==> config.mk <==
export PLATFORM = sky130hd
export DESIGN_NAME = speech_frame_field_parser
export DESIGN_NICKNAME = d
export VERILOG_FILES = /design/src/verilog/frame_parser_pkg.sv /design/src/verilog/speech_frame_field_parser.sv
export SDC_FILE = /design/constraint.sdc
export NUM_CORES = 1
export LEC_CHECK = 0
export ABC_AREA = 1
export BUFFER_PORTS_ARGS = -buffer_cell sky130_fd_sc_hd__buf_2
export CORE_ASPECT_RATIO = 0.75
export CORE_MARGIN = 2
export CORE_UTILIZATION = 50
export DETAILED_ROUTE_END_ITERATION = 10
export PLACE_DENSITY = 0.75
export SETUP_SLACK_MARGIN = 0.02
export SLEW_MARGIN = 20
export SYNTH_ARGS = -nofsm -noshare
export SYNTH_HDL_FRONTEND = slang
export SYNTH_SLANG_ARGS = --single-unit
==> constraint.sdc <==
create_clock -name i_clock -period 2.1 [get_ports i_clock]
set_clock_uncertainty 0.1 [all_clocks]
set_input_delay 0.21 -clock i_clock [delete_from_list [all_inputs] [get_ports i_clock]]
set_output_delay 0.21 -clock i_clock [all_outputs]
set_load 0.01 [all_outputs]
==> src/verilog/frame_parser_pkg.sv <==
// Constants, encodings and carrier types for the speech frame field parser.
// Assumes one system clock and an APB master with 32-bit data.
package frame_parser_pkg;

  // APB register byte addresses
  localparam logic [7:0] CTRL_OFFSET   = 8'h00;
  localparam logic [7:0] STATUS_OFFSET = 8'h04;
  localparam logic [7:0] RESULT_OFFSET = 8'h08;

  // Control field positions and reset value
  localparam int          CTRL_ENABLE_BIT = 0;
  localparam int          CTRL_CLEAR_BIT  = 1;
  localparam logic [31:0] CTRL_RESET      = 32'h0000_0001;

  // Supported frame sizes in bits, then the saturation limit of the length count
  localparam logic [9:0] LEN_LOW_RATE = 10'h038;  // 56
  localparam logic [9:0] LEN_7K2      = 10'h090;  // 144
  localparam logic [9:0] LEN_8K0      = 10'h0A0;  // 160
  localparam logic [9:0] LEN_9K6      = 10'h0C0;  // 192
  localparam logic [9:0] LEN_13K2     = 10'h108;  // 264
  localparam logic [9:0] LEN_16K4     = 10'h148;  // 328
  localparam logic [9:0] LEN_24K4     = 10'h1E8;  // 488
  localparam logic [9:0] LEN_MAX      = 10'h3FF;

  // Header capture depth
  localparam int HDR_BITS = 16;

  // Bandwidth field codes
  localparam logic [1:0] BW_NARROW = 2'h0;
  localparam logic [1:0] BW_WIDE   = 2'h1;
  localparam logic [1:0] BW_SUPER  = 2'h2;
  localparam logic [1:0] BW_FULL   = 2'h3;

  // Coder class codes that select the transform excitation core
  localparam logic [2:0] CT_9K6_TRANSFORM  = 3'h7;
  localparam logic [2:0] CT_16K4_TRANSFORM = 3'h7;

  // Signalling bit counts per layout
  localparam logic [3:0] SIG_LOW_RATE = 4'h3;
  localparam logic [3:0] SIG_JOINT4   = 4'h4;
  localparam logic [3:0] SIG_9K6      = 4'h5;
  localparam logic [3:0] SIG_13K2     = 4'h5;
  localparam logic [3:0] SIG_16K4     = 4'h6;
  localparam logic [3:0] SIG_24K4     = 4'h4;

  typedef enum logic [7:0] {
    RATE_BAD  = 8'h01,
    RATE_2K8  = 8'h02,
    RATE_7K2  = 8'h04,
    RATE_8K0  = 8'h08,
    RATE_9K6  = 8'h10,
    RATE_13K2 = 8'h20,
    RATE_16K4 = 8'h40,
    RATE_24K4 = 8'h80
  } rate_t;

  typedef enum logic [2:0] {
    CORE_LINEAR_PREDICTION = 3'h1,
    CORE_HIGH_QUALITY      = 3'h2,
    CORE_TRANSFORM_EXCITE  = 3'h4
  } core_t;

  typedef enum logic [3:0] {
    EXT_NONE        = 4'h1,
    EXT_TIME_DOMAIN = 4'h2,
    EXT_GAP_FILLING = 4'h4,
    EXT_FREQ_DOMAIN = 4'h8
  } ext_t;

  typedef struct packed {
    rate_t      rate;
    core_t      core;
    ext_t       ext;
    logic [1:0] bandwidth_field;
    logic [3:0] coder_class_field;
    logic [1:0] transform_coder_class;
    logic       prev_linear_prediction;
    logic       rate_16k;
    logic [3:0] signalling_bits;
  } frame_info_t;

endpackage : frame_parser_pkg

==> src/verilog/speech_frame_field_parser.sv <==
// Speech frame field parser: takes coded frame bits one per cycle and
// decodes the leading signalling fields once the frame length is known.
// Assumes a bit stream source on i_clock and an APB master on i_clock.
//
// Our own choices: the register offsets and the APB interface to the registers.
`timescale 1ns/100ps
module speech_frame_field_parser (
  // Clock and reset
  input  wire logic                         i_clock,
  input  wire logic                         i_srst,
  // Coded frame bit stream
  input  wire logic                         i_bit_valid,
  input  wire logic                         i_bit_data,
  input  wire logic                         i_bit_last,
  // APB slave
  input  wire logic                         i_psel,
  input  wire logic                         i_penable,
  input  wire logic                         i_pwrite,
  input  wire logic [7:0]                   i_paddr,
  input  wire logic [31:0]                  i_pwdata,
  output logic                              o_pready,
  output logic [31:0]                       o_prdata,
  output logic                              o_pslverr,
  // Decoded frame towards the core decoders
  output frame_parser_pkg::frame_info_t     o_frame_info,
  output logic                              o_frame_done,
  output logic                              o_frame_bad
);
  import frame_parser_pkg::*;

  logic [HDR_BITS-1:0] hdr_r;
  logic [9:0]          len_r;
  logic [31:0]         ctrl_r;
  logic [15:0]         good_count_r;
  logic [15:0]         bad_count_r;
  frame_info_t         info_r;
  frame_info_t         info_nxt;
  logic [HDR_BITS-1:0] hdr_nxt;
  logic [9:0]          len_nxt;
  logic                take_bit;
  logic                setup;
  logic                enable;

  assign enable   = ctrl_r[CTRL_ENABLE_BIT];
  assign take_bit = i_bit_valid & enable;
  assign setup    = i_psel & ~i_penable;

  // Bits beyond the header window only advance the length count
  always_comb begin
    hdr_nxt = hdr_r;
    if (len_r < 10'(HDR_BITS)) begin
      hdr_nxt = {hdr_r[HDR_BITS-2:0], i_bit_data};
    end
    len_nxt = (len_r == LEN_MAX) ? len_r : len_r + 10'h001;
  end

  always_ff @(posedge i_clock) begin
    if (i_srst) begin
      hdr_r <= '0;
      len_r <= '0;
    end else if (take_bit) begin
      if (i_bit_last) begin
        hdr_r <= '0;
        len_r <= '0;
      end else begin
        hdr_r <= hdr_nxt;
        len_r <= len_nxt;
      end
    end
  end

  // Decode is done on the final bit, using the completed header window
  always_comb begin
    logic [HDR_BITS-1:0] h;
    logic [9:0]          n;
    h = hdr_nxt;
    n = len_nxt;
    info_nxt = '{rate: RATE_BAD, core: CORE_LINEAR_PREDICTION, ext: EXT_NONE,
                 bandwidth_field: '0, coder_class_field: '0,
                 transform_coder_class: '0, prev_linear_prediction: 1'b0,
                 rate_16k: 1'b0, signalling_bits: '0};
    if (n == LEN_LOW_RATE) begin
      info_nxt.rate              = RATE_2K8;
      info_nxt.coder_class_field = {1'b0, h[15:13]};
      info_nxt.bandwidth_field   = h[13] ? BW_WIDE : BW_NARROW;
      info_nxt.signalling_bits   = SIG_LOW_RATE;
    end else if (n == LEN_7K2 || n == LEN_8K0) begin
      info_nxt.rate              = (n == LEN_7K2) ? RATE_7K2 : RATE_8K0;
      info_nxt.coder_class_field = h[15:12];
      info_nxt.bandwidth_field   = {1'b0, h[14]};
      info_nxt.core = h[15] ? CORE_HIGH_QUALITY : CORE_LINEAR_PREDICTION;
      info_nxt.ext               = EXT_NONE;
      info_nxt.signalling_bits   = SIG_JOINT4;
    end else if (n == LEN_9K6) begin
      info_nxt.rate              = RATE_9K6;
      info_nxt.bandwidth_field   = h[15:14];
      info_nxt.coder_class_field = {1'b0, h[13:11]};
      info_nxt.core = (h[13:11] == CT_9K6_TRANSFORM) ? CORE_TRANSFORM_EXCITE
                                                     : CORE_LINEAR_PREDICTION;
      if (h[15:14] == BW_WIDE || h[15:14] == BW_SUPER) begin
        info_nxt.ext = (h[13:11] == CT_9K6_TRANSFORM) ? EXT_GAP_FILLING
                                                      : EXT_TIME_DOMAIN;
      end
      info_nxt.signalling_bits   = SIG_9K6;
    end else if (n == LEN_13K2) begin
      info_nxt.rate              = RATE_13K2;
      info_nxt.bandwidth_field   = h[15:14];
      info_nxt.coder_class_field = {1'b0, h[13:11]};
      info_nxt.signalling_bits   = SIG_13K2;
      if (h[11]) begin
        info_nxt.signalling_bits = SIG_13K2 + 4'h1;
        if (h[10]) begin
          info_nxt.core = CORE_HIGH_QUALITY;
        end else begin
          info_nxt.core                  = CORE_TRANSFORM_EXCITE;
          info_nxt.transform_coder_class = h[9:8];
          info_nxt.signalling_bits       = SIG_13K2 + 4'h3;
          if (h[15:14] == BW_SUPER) begin
            info_nxt.ext = EXT_GAP_FILLING;
          end
        end
      end else if (h[15:14] != BW_NARROW) begin
        info_nxt.ext = h[10] ? EXT_FREQ_DOMAIN : EXT_TIME_DOMAIN;
        info_nxt.signalling_bits = SIG_13K2 + 4'h1;
      end
    end else if (n == LEN_16K4) begin
      info_nxt.rate              = RATE_16K4;
      info_nxt.bandwidth_field   = h[15:14];
      info_nxt.coder_class_field = {1'b0, h[12:10]};
      info_nxt.core = (h[12:10] == CT_16K4_TRANSFORM) ? CORE_TRANSFORM_EXCITE
                                                      : CORE_LINEAR_PREDICTION;
      if (h[15:14] == BW_SUPER || h[15:14] == BW_FULL) begin
        info_nxt.ext = (h[12:10] == CT_16K4_TRANSFORM) ? EXT_GAP_FILLING
                                                       : EXT_TIME_DOMAIN;
      end
      info_nxt.signalling_bits   = SIG_16K4;
    end else if (n == LEN_24K4) begin
      info_nxt.rate            = RATE_24K4;
      info_nxt.bandwidth_field = h[15:14];
      info_nxt.signalling_bits = SIG_24K4;
      if (!h[12]) begin
        info_nxt.coder_class_field = {2'b00, h[11:10]};
        info_nxt.signalling_bits   = SIG_24K4 + 4'h2;
      end else if (h[11]) begin
        info_nxt.core                   = CORE_HIGH_QUALITY;
        info_nxt.prev_linear_prediction = h[10];
        info_nxt.rate_16k               = h[10] & h[9];
        info_nxt.signalling_bits = h[10] ? SIG_24K4 + 4'h3 : SIG_24K4 + 4'h2;
      end else begin
        info_nxt.core                  = CORE_TRANSFORM_EXCITE;
        info_nxt.transform_coder_class = h[10:9];
        info_nxt.signalling_bits       = SIG_24K4 + 4'h3;
      end
      if ((h[15:14] == BW_SUPER || h[15:14] == BW_FULL)
          && !(h[12] && h[11])) begin
        info_nxt.ext = h[12] ? EXT_GAP_FILLING : EXT_TIME_DOMAIN;
      end
    end
  end

  // Frame result
  always_ff @(posedge i_clock) begin
    if (i_srst) begin
      info_r       <= '{rate: RATE_BAD, core: CORE_LINEAR_PREDICTION,
                        ext: EXT_NONE, bandwidth_field: '0,
                        coder_class_field: '0, transform_coder_class: '0,
                        prev_linear_prediction: 1'b0, rate_16k: 1'b0,
                        signalling_bits: '0};
      o_frame_done <= 1'b0;
      o_frame_bad  <= 1'b0;
    end else begin
      o_frame_done <= take_bit & i_bit_last;
      o_frame_bad  <= take_bit & i_bit_last & (info_nxt.rate == RATE_BAD);
      if (take_bit && i_bit_last) begin
        info_r <= info_nxt;
      end
    end
  end

  assign o_frame_info = info_r;

  // Frame counters; a clear request loses to a simultaneous frame end
  always_ff @(posedge i_clock) begin
    if (i_srst) begin
      good_count_r <= '0;
      bad_count_r  <= '0;
    end else if (o_frame_done) begin
      if (o_frame_bad) begin
        bad_count_r <= bad_count_r + 16'h0001;
      end else begin
        good_count_r <= good_count_r + 16'h0001;
      end
    end else if (i_psel && i_penable && i_pwrite && i_paddr == CTRL_OFFSET
                 && i_pwdata[CTRL_CLEAR_BIT]) begin
      good_count_r <= '0;
      bad_count_r  <= '0;
    end
  end

  // Control register: only the enable bit is stored
  always_ff @(posedge i_clock) begin
    if (i_srst) begin
      ctrl_r <= CTRL_RESET;
    end else if (i_psel && i_penable && i_pwrite && i_paddr == CTRL_OFFSET) begin
      ctrl_r <= {31'h0000_0000, i_pwdata[CTRL_ENABLE_BIT]};
    end
  end

  // Read data and answer are registered in setup, so access has no wait
  always_ff @(posedge i_clock) begin
    if (i_srst) begin
      o_pready  <= 1'b0;
      o_prdata  <= '0;
      o_pslverr <= 1'b0;
    end else begin
      o_pready  <= setup;
      o_pslverr <= 1'b0;
      if (setup) begin
        if (i_paddr == CTRL_OFFSET) begin
          o_prdata <= ctrl_r;
        end else if (i_paddr == STATUS_OFFSET) begin
          o_prdata <= {bad_count_r, good_count_r};
        end else if (i_paddr == RESULT_OFFSET) begin
          o_prdata <= {3'b000, info_r};
        end else begin
          o_prdata  <= '0;
          o_pslverr <= 1'b1;
        end
      end
    end
  end

  AST_BAD_LEN_FLAGGED: assert property (@(posedge i_clock) disable iff (i_srst)
    take_bit && i_bit_last && len_nxt != LEN_LOW_RATE && len_nxt != LEN_7K2
    && len_nxt != LEN_8K0 && len_nxt != LEN_9K6 && len_nxt != LEN_13K2
    && len_nxt != LEN_16K4 && len_nxt != LEN_24K4
    |=> o_frame_bad && o_frame_info.rate == RATE_BAD
        && o_frame_info.signalling_bits == 4'h0)
    else $error("unsupported length not flagged");

  AST_MSB_FIRST: assert property (@(posedge i_clock) disable iff (i_srst)
    take_bit && !i_bit_last && len_r == 10'h000 |=> hdr_r[0] == $past(i_bit_data))
    else $error("first bit not captured at header head");

  AST_LOW_RATE: assert property (@(posedge i_clock) disable iff (i_srst)
    take_bit && i_bit_last && len_nxt == LEN_LOW_RATE
    |=> o_frame_info.rate == RATE_2K8
        && o_frame_info.coder_class_field[2:0] == $past(hdr_nxt[15:13]))
    else $error("low rate class wrong");

  AST_NO_EXT_LOW_BITRATE: assert property (@(posedge i_clock) disable iff (i_srst)
    o_frame_done && (o_frame_info.rate == RATE_7K2 || o_frame_info.rate == RATE_8K0)
    |-> o_frame_info.ext == EXT_NONE)
    else $error("extension at 7.2 or 8.0");

  AST_9K6_CORE: assert property (@(posedge i_clock) disable iff (i_srst)
    take_bit && i_bit_last && len_nxt == LEN_9K6
    |=> (o_frame_info.core == CORE_TRANSFORM_EXCITE)
        == ($past(hdr_nxt[13:11]) == CT_9K6_TRANSFORM))
    else $error("9.6 core choice wrong");

  AST_13K2_TCX_CLASS: assert property (@(posedge i_clock) disable iff (i_srst)
    take_bit && i_bit_last && len_nxt == LEN_13K2 && hdr_nxt[11] && !hdr_nxt[10]
    |=> o_frame_info.core == CORE_TRANSFORM_EXCITE
        && o_frame_info.transform_coder_class == $past(hdr_nxt[9:8]))
    else $error("13.2 transform class wrong");

  AST_24K4_HQ_RATE: assert property (@(posedge i_clock) disable iff (i_srst)
    o_frame_done && o_frame_info.rate == RATE_24K4
    && !o_frame_info.prev_linear_prediction |-> !o_frame_info.rate_16k)
    else $error("rate bit used without previous LP frame");

  AST_24K4_CORE_FLAG: assert property (@(posedge i_clock) disable iff (i_srst)
    take_bit && i_bit_last && len_nxt == LEN_24K4 && !hdr_nxt[12]
    |=> o_frame_info.core == CORE_LINEAR_PREDICTION)
    else $error("24.4 core flag ignored");

  AST_APB_ANSWER: assert property (@(posedge i_clock) disable iff (i_srst)
    setup ##1 i_psel && i_penable |-> o_pready)
    else $error("APB access not answered");

  AST_RATE_13K2: assert property (@(posedge i_clock) disable iff (i_srst)
    take_bit && i_bit_last && len_nxt == LEN_13K2
    |=> o_frame_done && !o_frame_bad && o_frame_info.rate == RATE_13K2)
    else $error("264 bit frame not decoded as 13.2");

  AST_RATE_16K4_24K4: assert property (@(posedge i_clock) disable iff (i_srst)
    take_bit && i_bit_last && (len_nxt == LEN_16K4 || len_nxt == LEN_24K4)
    |=> o_frame_info.rate == (($past(len_nxt) == LEN_16K4) ? RATE_16K4 : RATE_24K4))
    else $error("328 or 488 bit frame rate wrong");

  AST_JOINT_CORE: assert property (@(posedge i_clock) disable iff (i_srst)
    take_bit && i_bit_last && (len_nxt == LEN_7K2 || len_nxt == LEN_8K0)
    |=> (o_frame_info.core == CORE_HIGH_QUALITY) == $past(hdr_nxt[15]))
    else $error("joint index core choice wrong");

  AST_9K6_EXT: assert property (@(posedge i_clock) disable iff (i_srst)
    take_bit && i_bit_last && len_nxt == LEN_9K6
    && (hdr_nxt[15:14] == BW_WIDE || hdr_nxt[15:14] == BW_SUPER)
    |=> o_frame_info.ext != EXT_NONE)
    else $error("9.6 extension layer missing");

  AST_13K2_CORE_KIND: assert property (@(posedge i_clock) disable iff (i_srst)
    take_bit && i_bit_last && len_nxt == LEN_13K2 && hdr_nxt[11]
    |=> o_frame_info.core != CORE_LINEAR_PREDICTION)
    else $error("13.2 transform core not selected");

  AST_13K2_LP_EXT: assert property (@(posedge i_clock) disable iff (i_srst)
    take_bit && i_bit_last && len_nxt == LEN_13K2 && !hdr_nxt[11]
    && hdr_nxt[15:14] != BW_NARROW
    |=> o_frame_info.ext == EXT_TIME_DOMAIN || o_frame_info.ext == EXT_FREQ_DOMAIN)
    else $error("13.2 extension flag ignored");

  AST_HIGH_RATE_BAND: assert property (@(posedge i_clock) disable iff (i_srst)
    take_bit && i_bit_last && (len_nxt == LEN_16K4 || len_nxt == LEN_24K4)
    |=> o_frame_info.bandwidth_field == $past(hdr_nxt[15:14]))
    else $error("bandwidth field wrong at 16.4 or 24.4");

  AST_16K4_EXT: assert property (@(posedge i_clock) disable iff (i_srst)
    take_bit && i_bit_last && len_nxt == LEN_16K4 && hdr_nxt[15]
    |=> o_frame_info.ext != EXT_NONE)
    else $error("16.4 extension layer missing");

  AST_24K4_TCX_CLASS: assert property (@(posedge i_clock) disable iff (i_srst)
    take_bit && i_bit_last && len_nxt == LEN_24K4 && hdr_nxt[12] && !hdr_nxt[11]
    |=> o_frame_info.core == CORE_TRANSFORM_EXCITE
        && o_frame_info.transform_coder_class == $past(hdr_nxt[10:9]))
    else $error("24.4 transform class wrong");

endmodule : speech_frame_field_parser
Word level (Yosys, flattened, before mapping)
Index checks and enable logic that the tools add are counted.
{"block": "classes", "n_bitwise": 7, "magnitude_cmp": 1, "eq_ne": 18, "mux": 68, "n_reduce_logical": 19, "addsub": 3}
{"cell": "29-bit two-way mux", "n": 7}
{"cell": "16-bit two-way mux", "n": 7}
{"cell": "4-bit two-way mux", "n": 17}
{"cell": "32-bit two-way mux", "n": 2}
{"cell": "21-bit two-way mux", "n": 3}
{"cell": "3-bit two-way mux", "n": 13}
{"cell": "16-bit by 1-bit adder with 16-bit output, second input constant", "n": 2}
{"cell": "10-bit by 8-bit == test with 1-bit output, second input constant", "n": 3}
{"cell": "10-bit by 9-bit == test with 1-bit output, second input constant", "n": 3}
{"cell": "23-bit two-way mux", "n": 1}
{"cell": "10-bit two-way mux", "n": 2}
{"cell": "2-bit two-way mux", "n": 8}
{"cell": "10-bit by 1-bit adder with 10-bit output, second input constant", "n": 1}
{"cell": "10-bit == test, second input constant", "n": 1}
{"cell": "10-bit by 6-bit == test with 1-bit output, second input constant", "n": 1}
{"cell": "10-bit by 5-bit less-than comparator with 1-bit output, second input constant", "n": 1}
{"cell": "8-bit by 1-bit == test with 1-bit output, second input constant", "n": 1}
{"cell": "8-bit by 3-bit == test with 1-bit output, second input constant", "n": 1}
{"cell": "8-bit by 4-bit == test with 1-bit output, second input constant", "n": 1}
{"cell": "8-bit zero test", "n": 1}
{"cell": "8-bit two-way mux", "n": 1}
{"cell": "1-bit logical AND", "n": 7}
{"cell": "7-bit two-way mux", "n": 1}
{"cell": "3-bit == test, second input constant", "n": 2}
{"cell": "13 further kinds", "n": 29}
{"block": "word_totals", "out_inout_bits": 65, "reg_bits": 124, "word_cells": 136, "inputBits": 48}

Logic depth before layout (Yosys ltp)
{"block": "depth", "ltp_word": 19, "ltp_mapped": 19}

Worst setup path before layout
OpenSTA, ideal clock, no wires.
{"block": "synth_timing", "path_type": "register to register", "from": "register len_r[0]", "to": "register info_r (netlist bit o_frame_info[9])", "path_slack_ps": -83, "arrival_time_ps": 1955, "path_stages_with_launch": 13, "required_ps": 1872, "period_less_slack_ps": 2183, "path_cell_list": "dfxtp_1 -> ha_1 -> nand2_2 -> nor2_2 -> nand4_1 -> nand2_1 -> nand2_1 -> nor2_1 -> o211ai_4 -> inv_2 -> a21oi_1 -> a21oi_1 -> nor2_1"}
{"block": "synth_between", "elab_chain_cells": 14, "word_cells_on_any_way": 25, "classes_between": "add/sub: 1; order compare: 1; eq/ne: 8; mux: 14; reduce/logical: 1"}
{"element": "from (decl)", "line": "speech_frame_field_parser.sv:32", "text": "logic [9:0] len_r;"}
{"element": "from (signal assigned)", "line": "speech_frame_field_parser.sv:67", "text": "len_r <= len_nxt;"}
{"element": "10-bit by 1-bit adder with 10-bit output, or another cell as far along", "line": "speech_frame_field_parser.sv:54", "text": "len_nxt = (len_r == LEN_MAX) ? len_r : len_r + 10'h001;"}
{"element": "10-bit two-way mux or 16-bit two-way mux (tied branches)", "line": "speech_frame_field_parser.sv:54, speech_frame_field_parser.sv:51"}
{"element": "10-bit by 9-bit == test with 1-bit output or 2-bit two-way mux (tied branches)", "line": "speech_frame_field_parser.sv:137, speech_frame_field_parser.sv:141"}
{"element": "29-bit two-way mux", "line": "speech_frame_field_parser.sv:137", "text": "end else if (n == LEN_24K4) begin"}
{"element": "29-bit two-way mux", "line": "speech_frame_field_parser.sv:126", "text": "end else if (n == LEN_16K4) begin"}
{"element": "29-bit two-way mux", "line": "speech_frame_field_parser.sv:105", "text": "end else if (n == LEN_13K2) begin"}
{"element": "29-bit two-way mux", "line": "speech_frame_field_parser.sv:94", "text": "end else if (n == LEN_9K6) begin"}
{"element": "29-bit two-way mux", "line": "speech_frame_field_parser.sv:87", "text": "end else if (n == LEN_7K2 || n == LEN_8K0) begin"}
{"element": "29-bit two-way mux", "line": "speech_frame_field_parser.sv:82", "text": "if (n == LEN_LOW_RATE) begin"}
{"element": "21-bit two-way mux", "line": "speech_frame_field_parser.sv:126"}
{"element": "23-bit two-way mux", "line": "speech_frame_field_parser.sv:105"}
{"element": "21-bit two-way mux", "line": "speech_frame_field_parser.sv:94"}
{"element": "21-bit two-way mux", "line": "speech_frame_field_parser.sv:87"}
{"element": "6-bit two-way mux *", "line": "speech_frame_field_parser.sv:82"}
{"element": "to (signal assigned)", "line": "speech_frame_field_parser.sv:164", "text": "info_r <= '{rate: RATE_BAD, core: CORE_LINEAR_PREDICTION,"}
{"element": "to (signal assigned)", "line": "speech_frame_field_parser.sv:175", "text": "info_r <= info_nxt;"}
{"element": "to (decl)", "line": "speech_frame_field_parser.sv:36", "text": "frame_info_t info_r;"}
Mark *: on every way between the ends. The rest lies on a longest branch, timed or not. The select of a mux whose other input is x is not followed.
A chain may end at the register's enable or synchronous reset.

Worst setup path after layout
{"block": "layout_timing", "from": "register len_r[1]", "to": "register info_r (netlist bit o_frame_info[16])"}
{"block": "layout_between", "elab_chain_cells": 17, "word_cells_on_any_way": 45, "classes_between": "add/sub: 1; order compare: 1; eq/ne: 13; mux: 23; reduce/logical: 7"}
{"element": "10-bit by 5-bit less-than comparator with 1-bit output", "line": "speech_frame_field_parser.sv:51", "text": "if (len_r < 10'(HDR_BITS)) begin"}
{"element": "16-bit two-way mux", "line": "speech_frame_field_parser.sv:51"}
{"element": "2-bit == test, or another cell as far along"}
{"element": "1-bit logical OR or 1-bit zero test (tied branches)", "line": "speech_frame_field_parser.sv:132, speech_frame_field_parser.sv:154, speech_frame_field_parser.sv:155"}
{"element": "1-bit logical AND", "line": "speech_frame_field_parser.sv:155", "text": "&& !(h[12] && h[11])) begin"}
{"element": "3-bit two-way mux", "line": "speech_frame_field_parser.sv:154", "text": "if ((h[15:14] == BW_SUPER || h[15:14] == BW_FULL)"}
{"element": "29-bit two-way mux", "line": "speech_frame_field_parser.sv:137"}
{"element": "29-bit two-way mux", "line": "speech_frame_field_parser.sv:126"}
{"element": "29-bit two-way mux", "line": "speech_frame_field_parser.sv:105"}
{"element": "29-bit two-way mux", "line": "speech_frame_field_parser.sv:94"}
{"element": "29-bit two-way mux", "line": "speech_frame_field_parser.sv:87"}
{"element": "29-bit two-way mux", "line": "speech_frame_field_parser.sv:82"}
{"element": "21-bit two-way mux", "line": "speech_frame_field_parser.sv:126"}
{"element": "23-bit two-way mux", "line": "speech_frame_field_parser.sv:105"}
{"element": "21-bit two-way mux", "line": "speech_frame_field_parser.sv:94"}
{"element": "21-bit two-way mux", "line": "speech_frame_field_parser.sv:87"}
{"element": "7-bit two-way mux *", "line": "speech_frame_field_parser.sv:82"}
Marked as above.

==> summary.md <==
| Metric | Value |
|---|---|
| Detailed placement HPWL | `15.1 mm` |
| Most used cell, CP | `nand2_1` |
| Gpl congestion | `1.03` |
| First-pass GRT wire length | `34.0 mm` |
| Hold Crit Depth | `4` |
| CTS Sinks | `124` |
| Antenna diode count | `0` |
| Worst Path Max Fanout | `7` |
| Pin count of the biggest net entering global routing | `51` |
| R2R depth | `15` |
| Total GRT Usage | `0.317` |
| PD cells | `605 mW/mm2` |
| Top-area cell type share of the netlist area | `0.389` |
| Slew Viols, Final | `0` |
| Startpoint types | `flop` |
| Wirelength per Cell | `16.1 um` |
| Comb pwr share | `0.054` |
| Vias in the first global route | `6644` |
| Fin cells | `1344` |
| WL final | `21.7 mm` |
| GR Overflow Total | `0` |
| Clock slew at reported path FFs | `0.06 ns` |
| Failing checks | `setup timing` |
| Final Setup Violations | `30` |
| I/O pins | `113` |
| Via Count | `7364` |
| Max VDD drop | `0.000559 V` |
| Std cell rows | `35` |
| Final setup TNS | `-6.73 ns` |
| CP required | `2.35 ns` |
| Hold Startpoint | `i_pwrite` |
| Crit path cell chain | `ha_4 > nand2_8 > nor2_4 > nand4_1 > nand2_2 > nand2_4 > nor2_4 > buf_4 > buf_6 > nand4_1 > nand2_1 > nand2_1 > o21ai_1 > nand2_1 > a21oi_1` |
| Slew of the pin with the lowest slew margin | `0.636 ns` |
| Routed vias/inst | `5.48` |
| Synthesis Warnings | `0` |
| Max Cap Viol | `0` |
| Largest area contributor in the netlist | `dfxtp_1` |
| Crit path capture type | `flop` |
| Slew HR | `0.574` |
| Post-synthesis area per instance | `6.70 um2` |
| Depth of the CTS H-tree | `4` |
| Worst endpoint data arrival time | `2.69 ns` |
| Ratio of cells with drive above 1 in the final layout | `0.333` |
| Port bufs | `82` |
| DIE AREA | `0.0137 mm2` |
| Initial core utilization | `0.516` |
| Longest Clk Path Bufs | `2` |
| CTS Buf Count | `17` |
| DP Worst Slack | `-0.320 ns` |
| Top-count cell post-synth | `nand2_1` |
| Sw Share | `0.244` |
| Seq cells post-synth | `124` |
| Status | `finished, violations left` |
| Asr flop ratio synth | `0` |
| Hold endpoint | `ctrl_r[0]` |
| Detail Route Antenna Nets | `0` |
| Synth-to-Final Area Change | `43.1%` |
| RR Endpoint | `o_frame_info[16]` |
| Cells after DPL | `1279` |
| Critical path class | `reg -> reg` |
| Slowest cell on crit path | `dfxtp_4` |
| Switching power | `1.35 mW` |
| Antenna violations before repair | `0` |
| Post-synth EDFFs | `0` |
| Die Y-Extent | `102 um` |
| Post-synth top cells | `301 x nand2_1, 124 x dfxtp_1, 114 x a21oi_1` |
| Clk pwr share | `0.515` |
| RSZ-0062 raised after global routing | `yes` |
| Period minus WS final | `2.44 ns` |
| Root buf cell | `clkbuf_16` |
| Flop pwr share | `0.432` |
| Top cells by area, synth | `dfxtp_1 39%, nand2_1 18%, a21oi_1 8.9%, inv_1 4.9%, nor2_1 3.5%` |
| Cell count after synthesis | `951` |
| Tightest Hold Check Type | `in -> reg` |
| WHS | `0.0977 ns` |
| Setup WS post-layout | `-0.341 ns` |
| Mapped Area | `0.00638 mm2` |
| Fmax | `410 MHz` |
| Crit-path max cell delay | `0.36 ns` |
| Leakage Power | `3.93 nW` |
| Syn_nets | `1004` |
| Internal | `4.17 mW` |
| Ys flop type | `dfxtp_1` |
| Clk Latency, worst-skew pair | `0.42 ns` |
| Number of library cell types mapped by synthesis | `40` |
| DRC viols | `0` |
| R2R Setup Slk | `-0.34 ns` |
| Sequential share of the synthesized area | `0.389` |
| Initial DRC count | `680` |
| Final Net Count | `1219` |
| Worst r2r src | `len_r[1]` |
| Die width | `134 um` |
| CTS tree | `done` |
| DR pass1 iterations | `8` |
| CORE AREA | `0.0123 mm2` |
| Final Hold Fails | `0` |
| Final Cycle Share | `1.16` |
-- through the flow --
step | utilization | power, mW | instance area, um2
2_1_floorplan | - | 2.57 | 6450
4_1_cts | 0.715 | 5.53 | 8830
5_1_grt | 0.739 | 5.68 | 9120
3_3_place_gp | 0.633 | 2.68 | 7820
6_report | 0.739 | 5.52 | 9120
3_5_place_dp | 0.633 | 2.68 | 7820
-- area by class of cell --
cell class,count,area [um2]
Tap cell,166,208
Clock buffer,19,454
Clock inverter,12,113
Timing Repair Buffer,233,1640
Sequential cell,124,2490
Multi-Input combinational cell,699,3870
Fill cell,969,3230
Inverter,91,349
-- logic make-up (layout without fill, tap and decap cells) --
family,count (synthesis),in the layout,share of synthesized area
AO/OA/AOI/OAI,206,206,0.180
XOR/XNOR,6,6,0.00824
adder cells (fa/ha/maj),5,5,0.00981
buffers and inverters,128,355,0.0779
flip-flops,124,124,0.389
AND/OR/NAND/NOR,482,482,0.334
-- repair_timing --
action / 4_1_cts / 5_1_grt
hold endpoints to repair: 2 / 0
hold buffers: 2 / 0
resized for setup: 74 / 54
setup endpoints to repair: 30 / 41
pin swaps: 36 / 29
setup buffers: 22 / 13
-- power by group through the flow --
stage	sequential (mW)	clock [mW]	combinational, mW
after global placement	2.43	0	0.242
after detailed placement	2.43	0	0.244
after global routing	2.38	2.97	0.318
final	2.38	2.84	0.297
after CTS	2.38	2.87	0.274
after floorplan	2.44	0	0.129
-- registers in the layout, indices dropped and copies added, names as in the netlist --
name / cells
len_r: 10
hdr_r: 16
o_pready: 1
o_frame_done: 1
good_count_r: 16
o_prdata: 32
bad_count_r: 16
o_frame_bad: 1
ctrl_r: 1
o_pslverr: 1
o_frame_info: 29
-- layout by cell type (no fill, tap or decap), types with 3 or more instances in the layout --
cell type / n
o211ai_1: 28
inv_1: 77
nand3_2: 18
dfxtp_2: 3
nor2_1: 42
a21oi_1: 107
buf_6: 14
nor3_2: 3
nor2_2: 13
clkinv_2: 3
nand2_8: 3
nand3_1: 29
inv_2: 10
dfxtp_1: 119
a21oi_2: 7
or2_2: 3
nand2_1: 277
ha_1: 3
nor3_1: 17
inv_4: 3
buf_12: 3
o21ai_2: 6
nand3_4: 6
buf_4: 132
clkbuf_16: 18
nand2_4: 3
xor2_1: 3
a31oi_1: 7
buf_2: 82
o21ai_1: 5
nand4_1: 19
nor2_4: 13
clkinv_4: 4
o21ai_0: 33
nand2_2: 24
-- worst max path at each step --
stage,slack (ns),to,start,depth (start not counted)
after floorplan,0.02,o_frame_info[14],len_r[0],15
after global placement,-0.32,o_frame_info[15],len_r[1],15
after detailed placement,-0.32,o_frame_info[15],len_r[0],15
after CTS,-0.18,o_frame_info[20],len_r[0],15
after global routing,-0.45,o_frame_info[16],len_r[1],15
final,-0.34,o_frame_info[16],len_r[1],15
-- routing by layer --
layer	part of all wire	track usage	up-vias
met5	0	0	-
met4	0.021	0.101	0
met3	0.091	0.0776	42
met2	0.42	0.451	349
met1	0.47	0.471	3373
li1	-	-	3600
-- critical path, delay by kind of cell (launching register included) --
family | cells | cell delay, ns
adders and majority gates | 1 | 0.17
AOI/OAI and AO/OA | 2 | 0.23
DFF | 1 | 0.36
and+or+nand+nor | 10 | 1.23
buffers and inverters | 2 | 0.26
No activity file was read; power rests on OpenSTA's default activity.
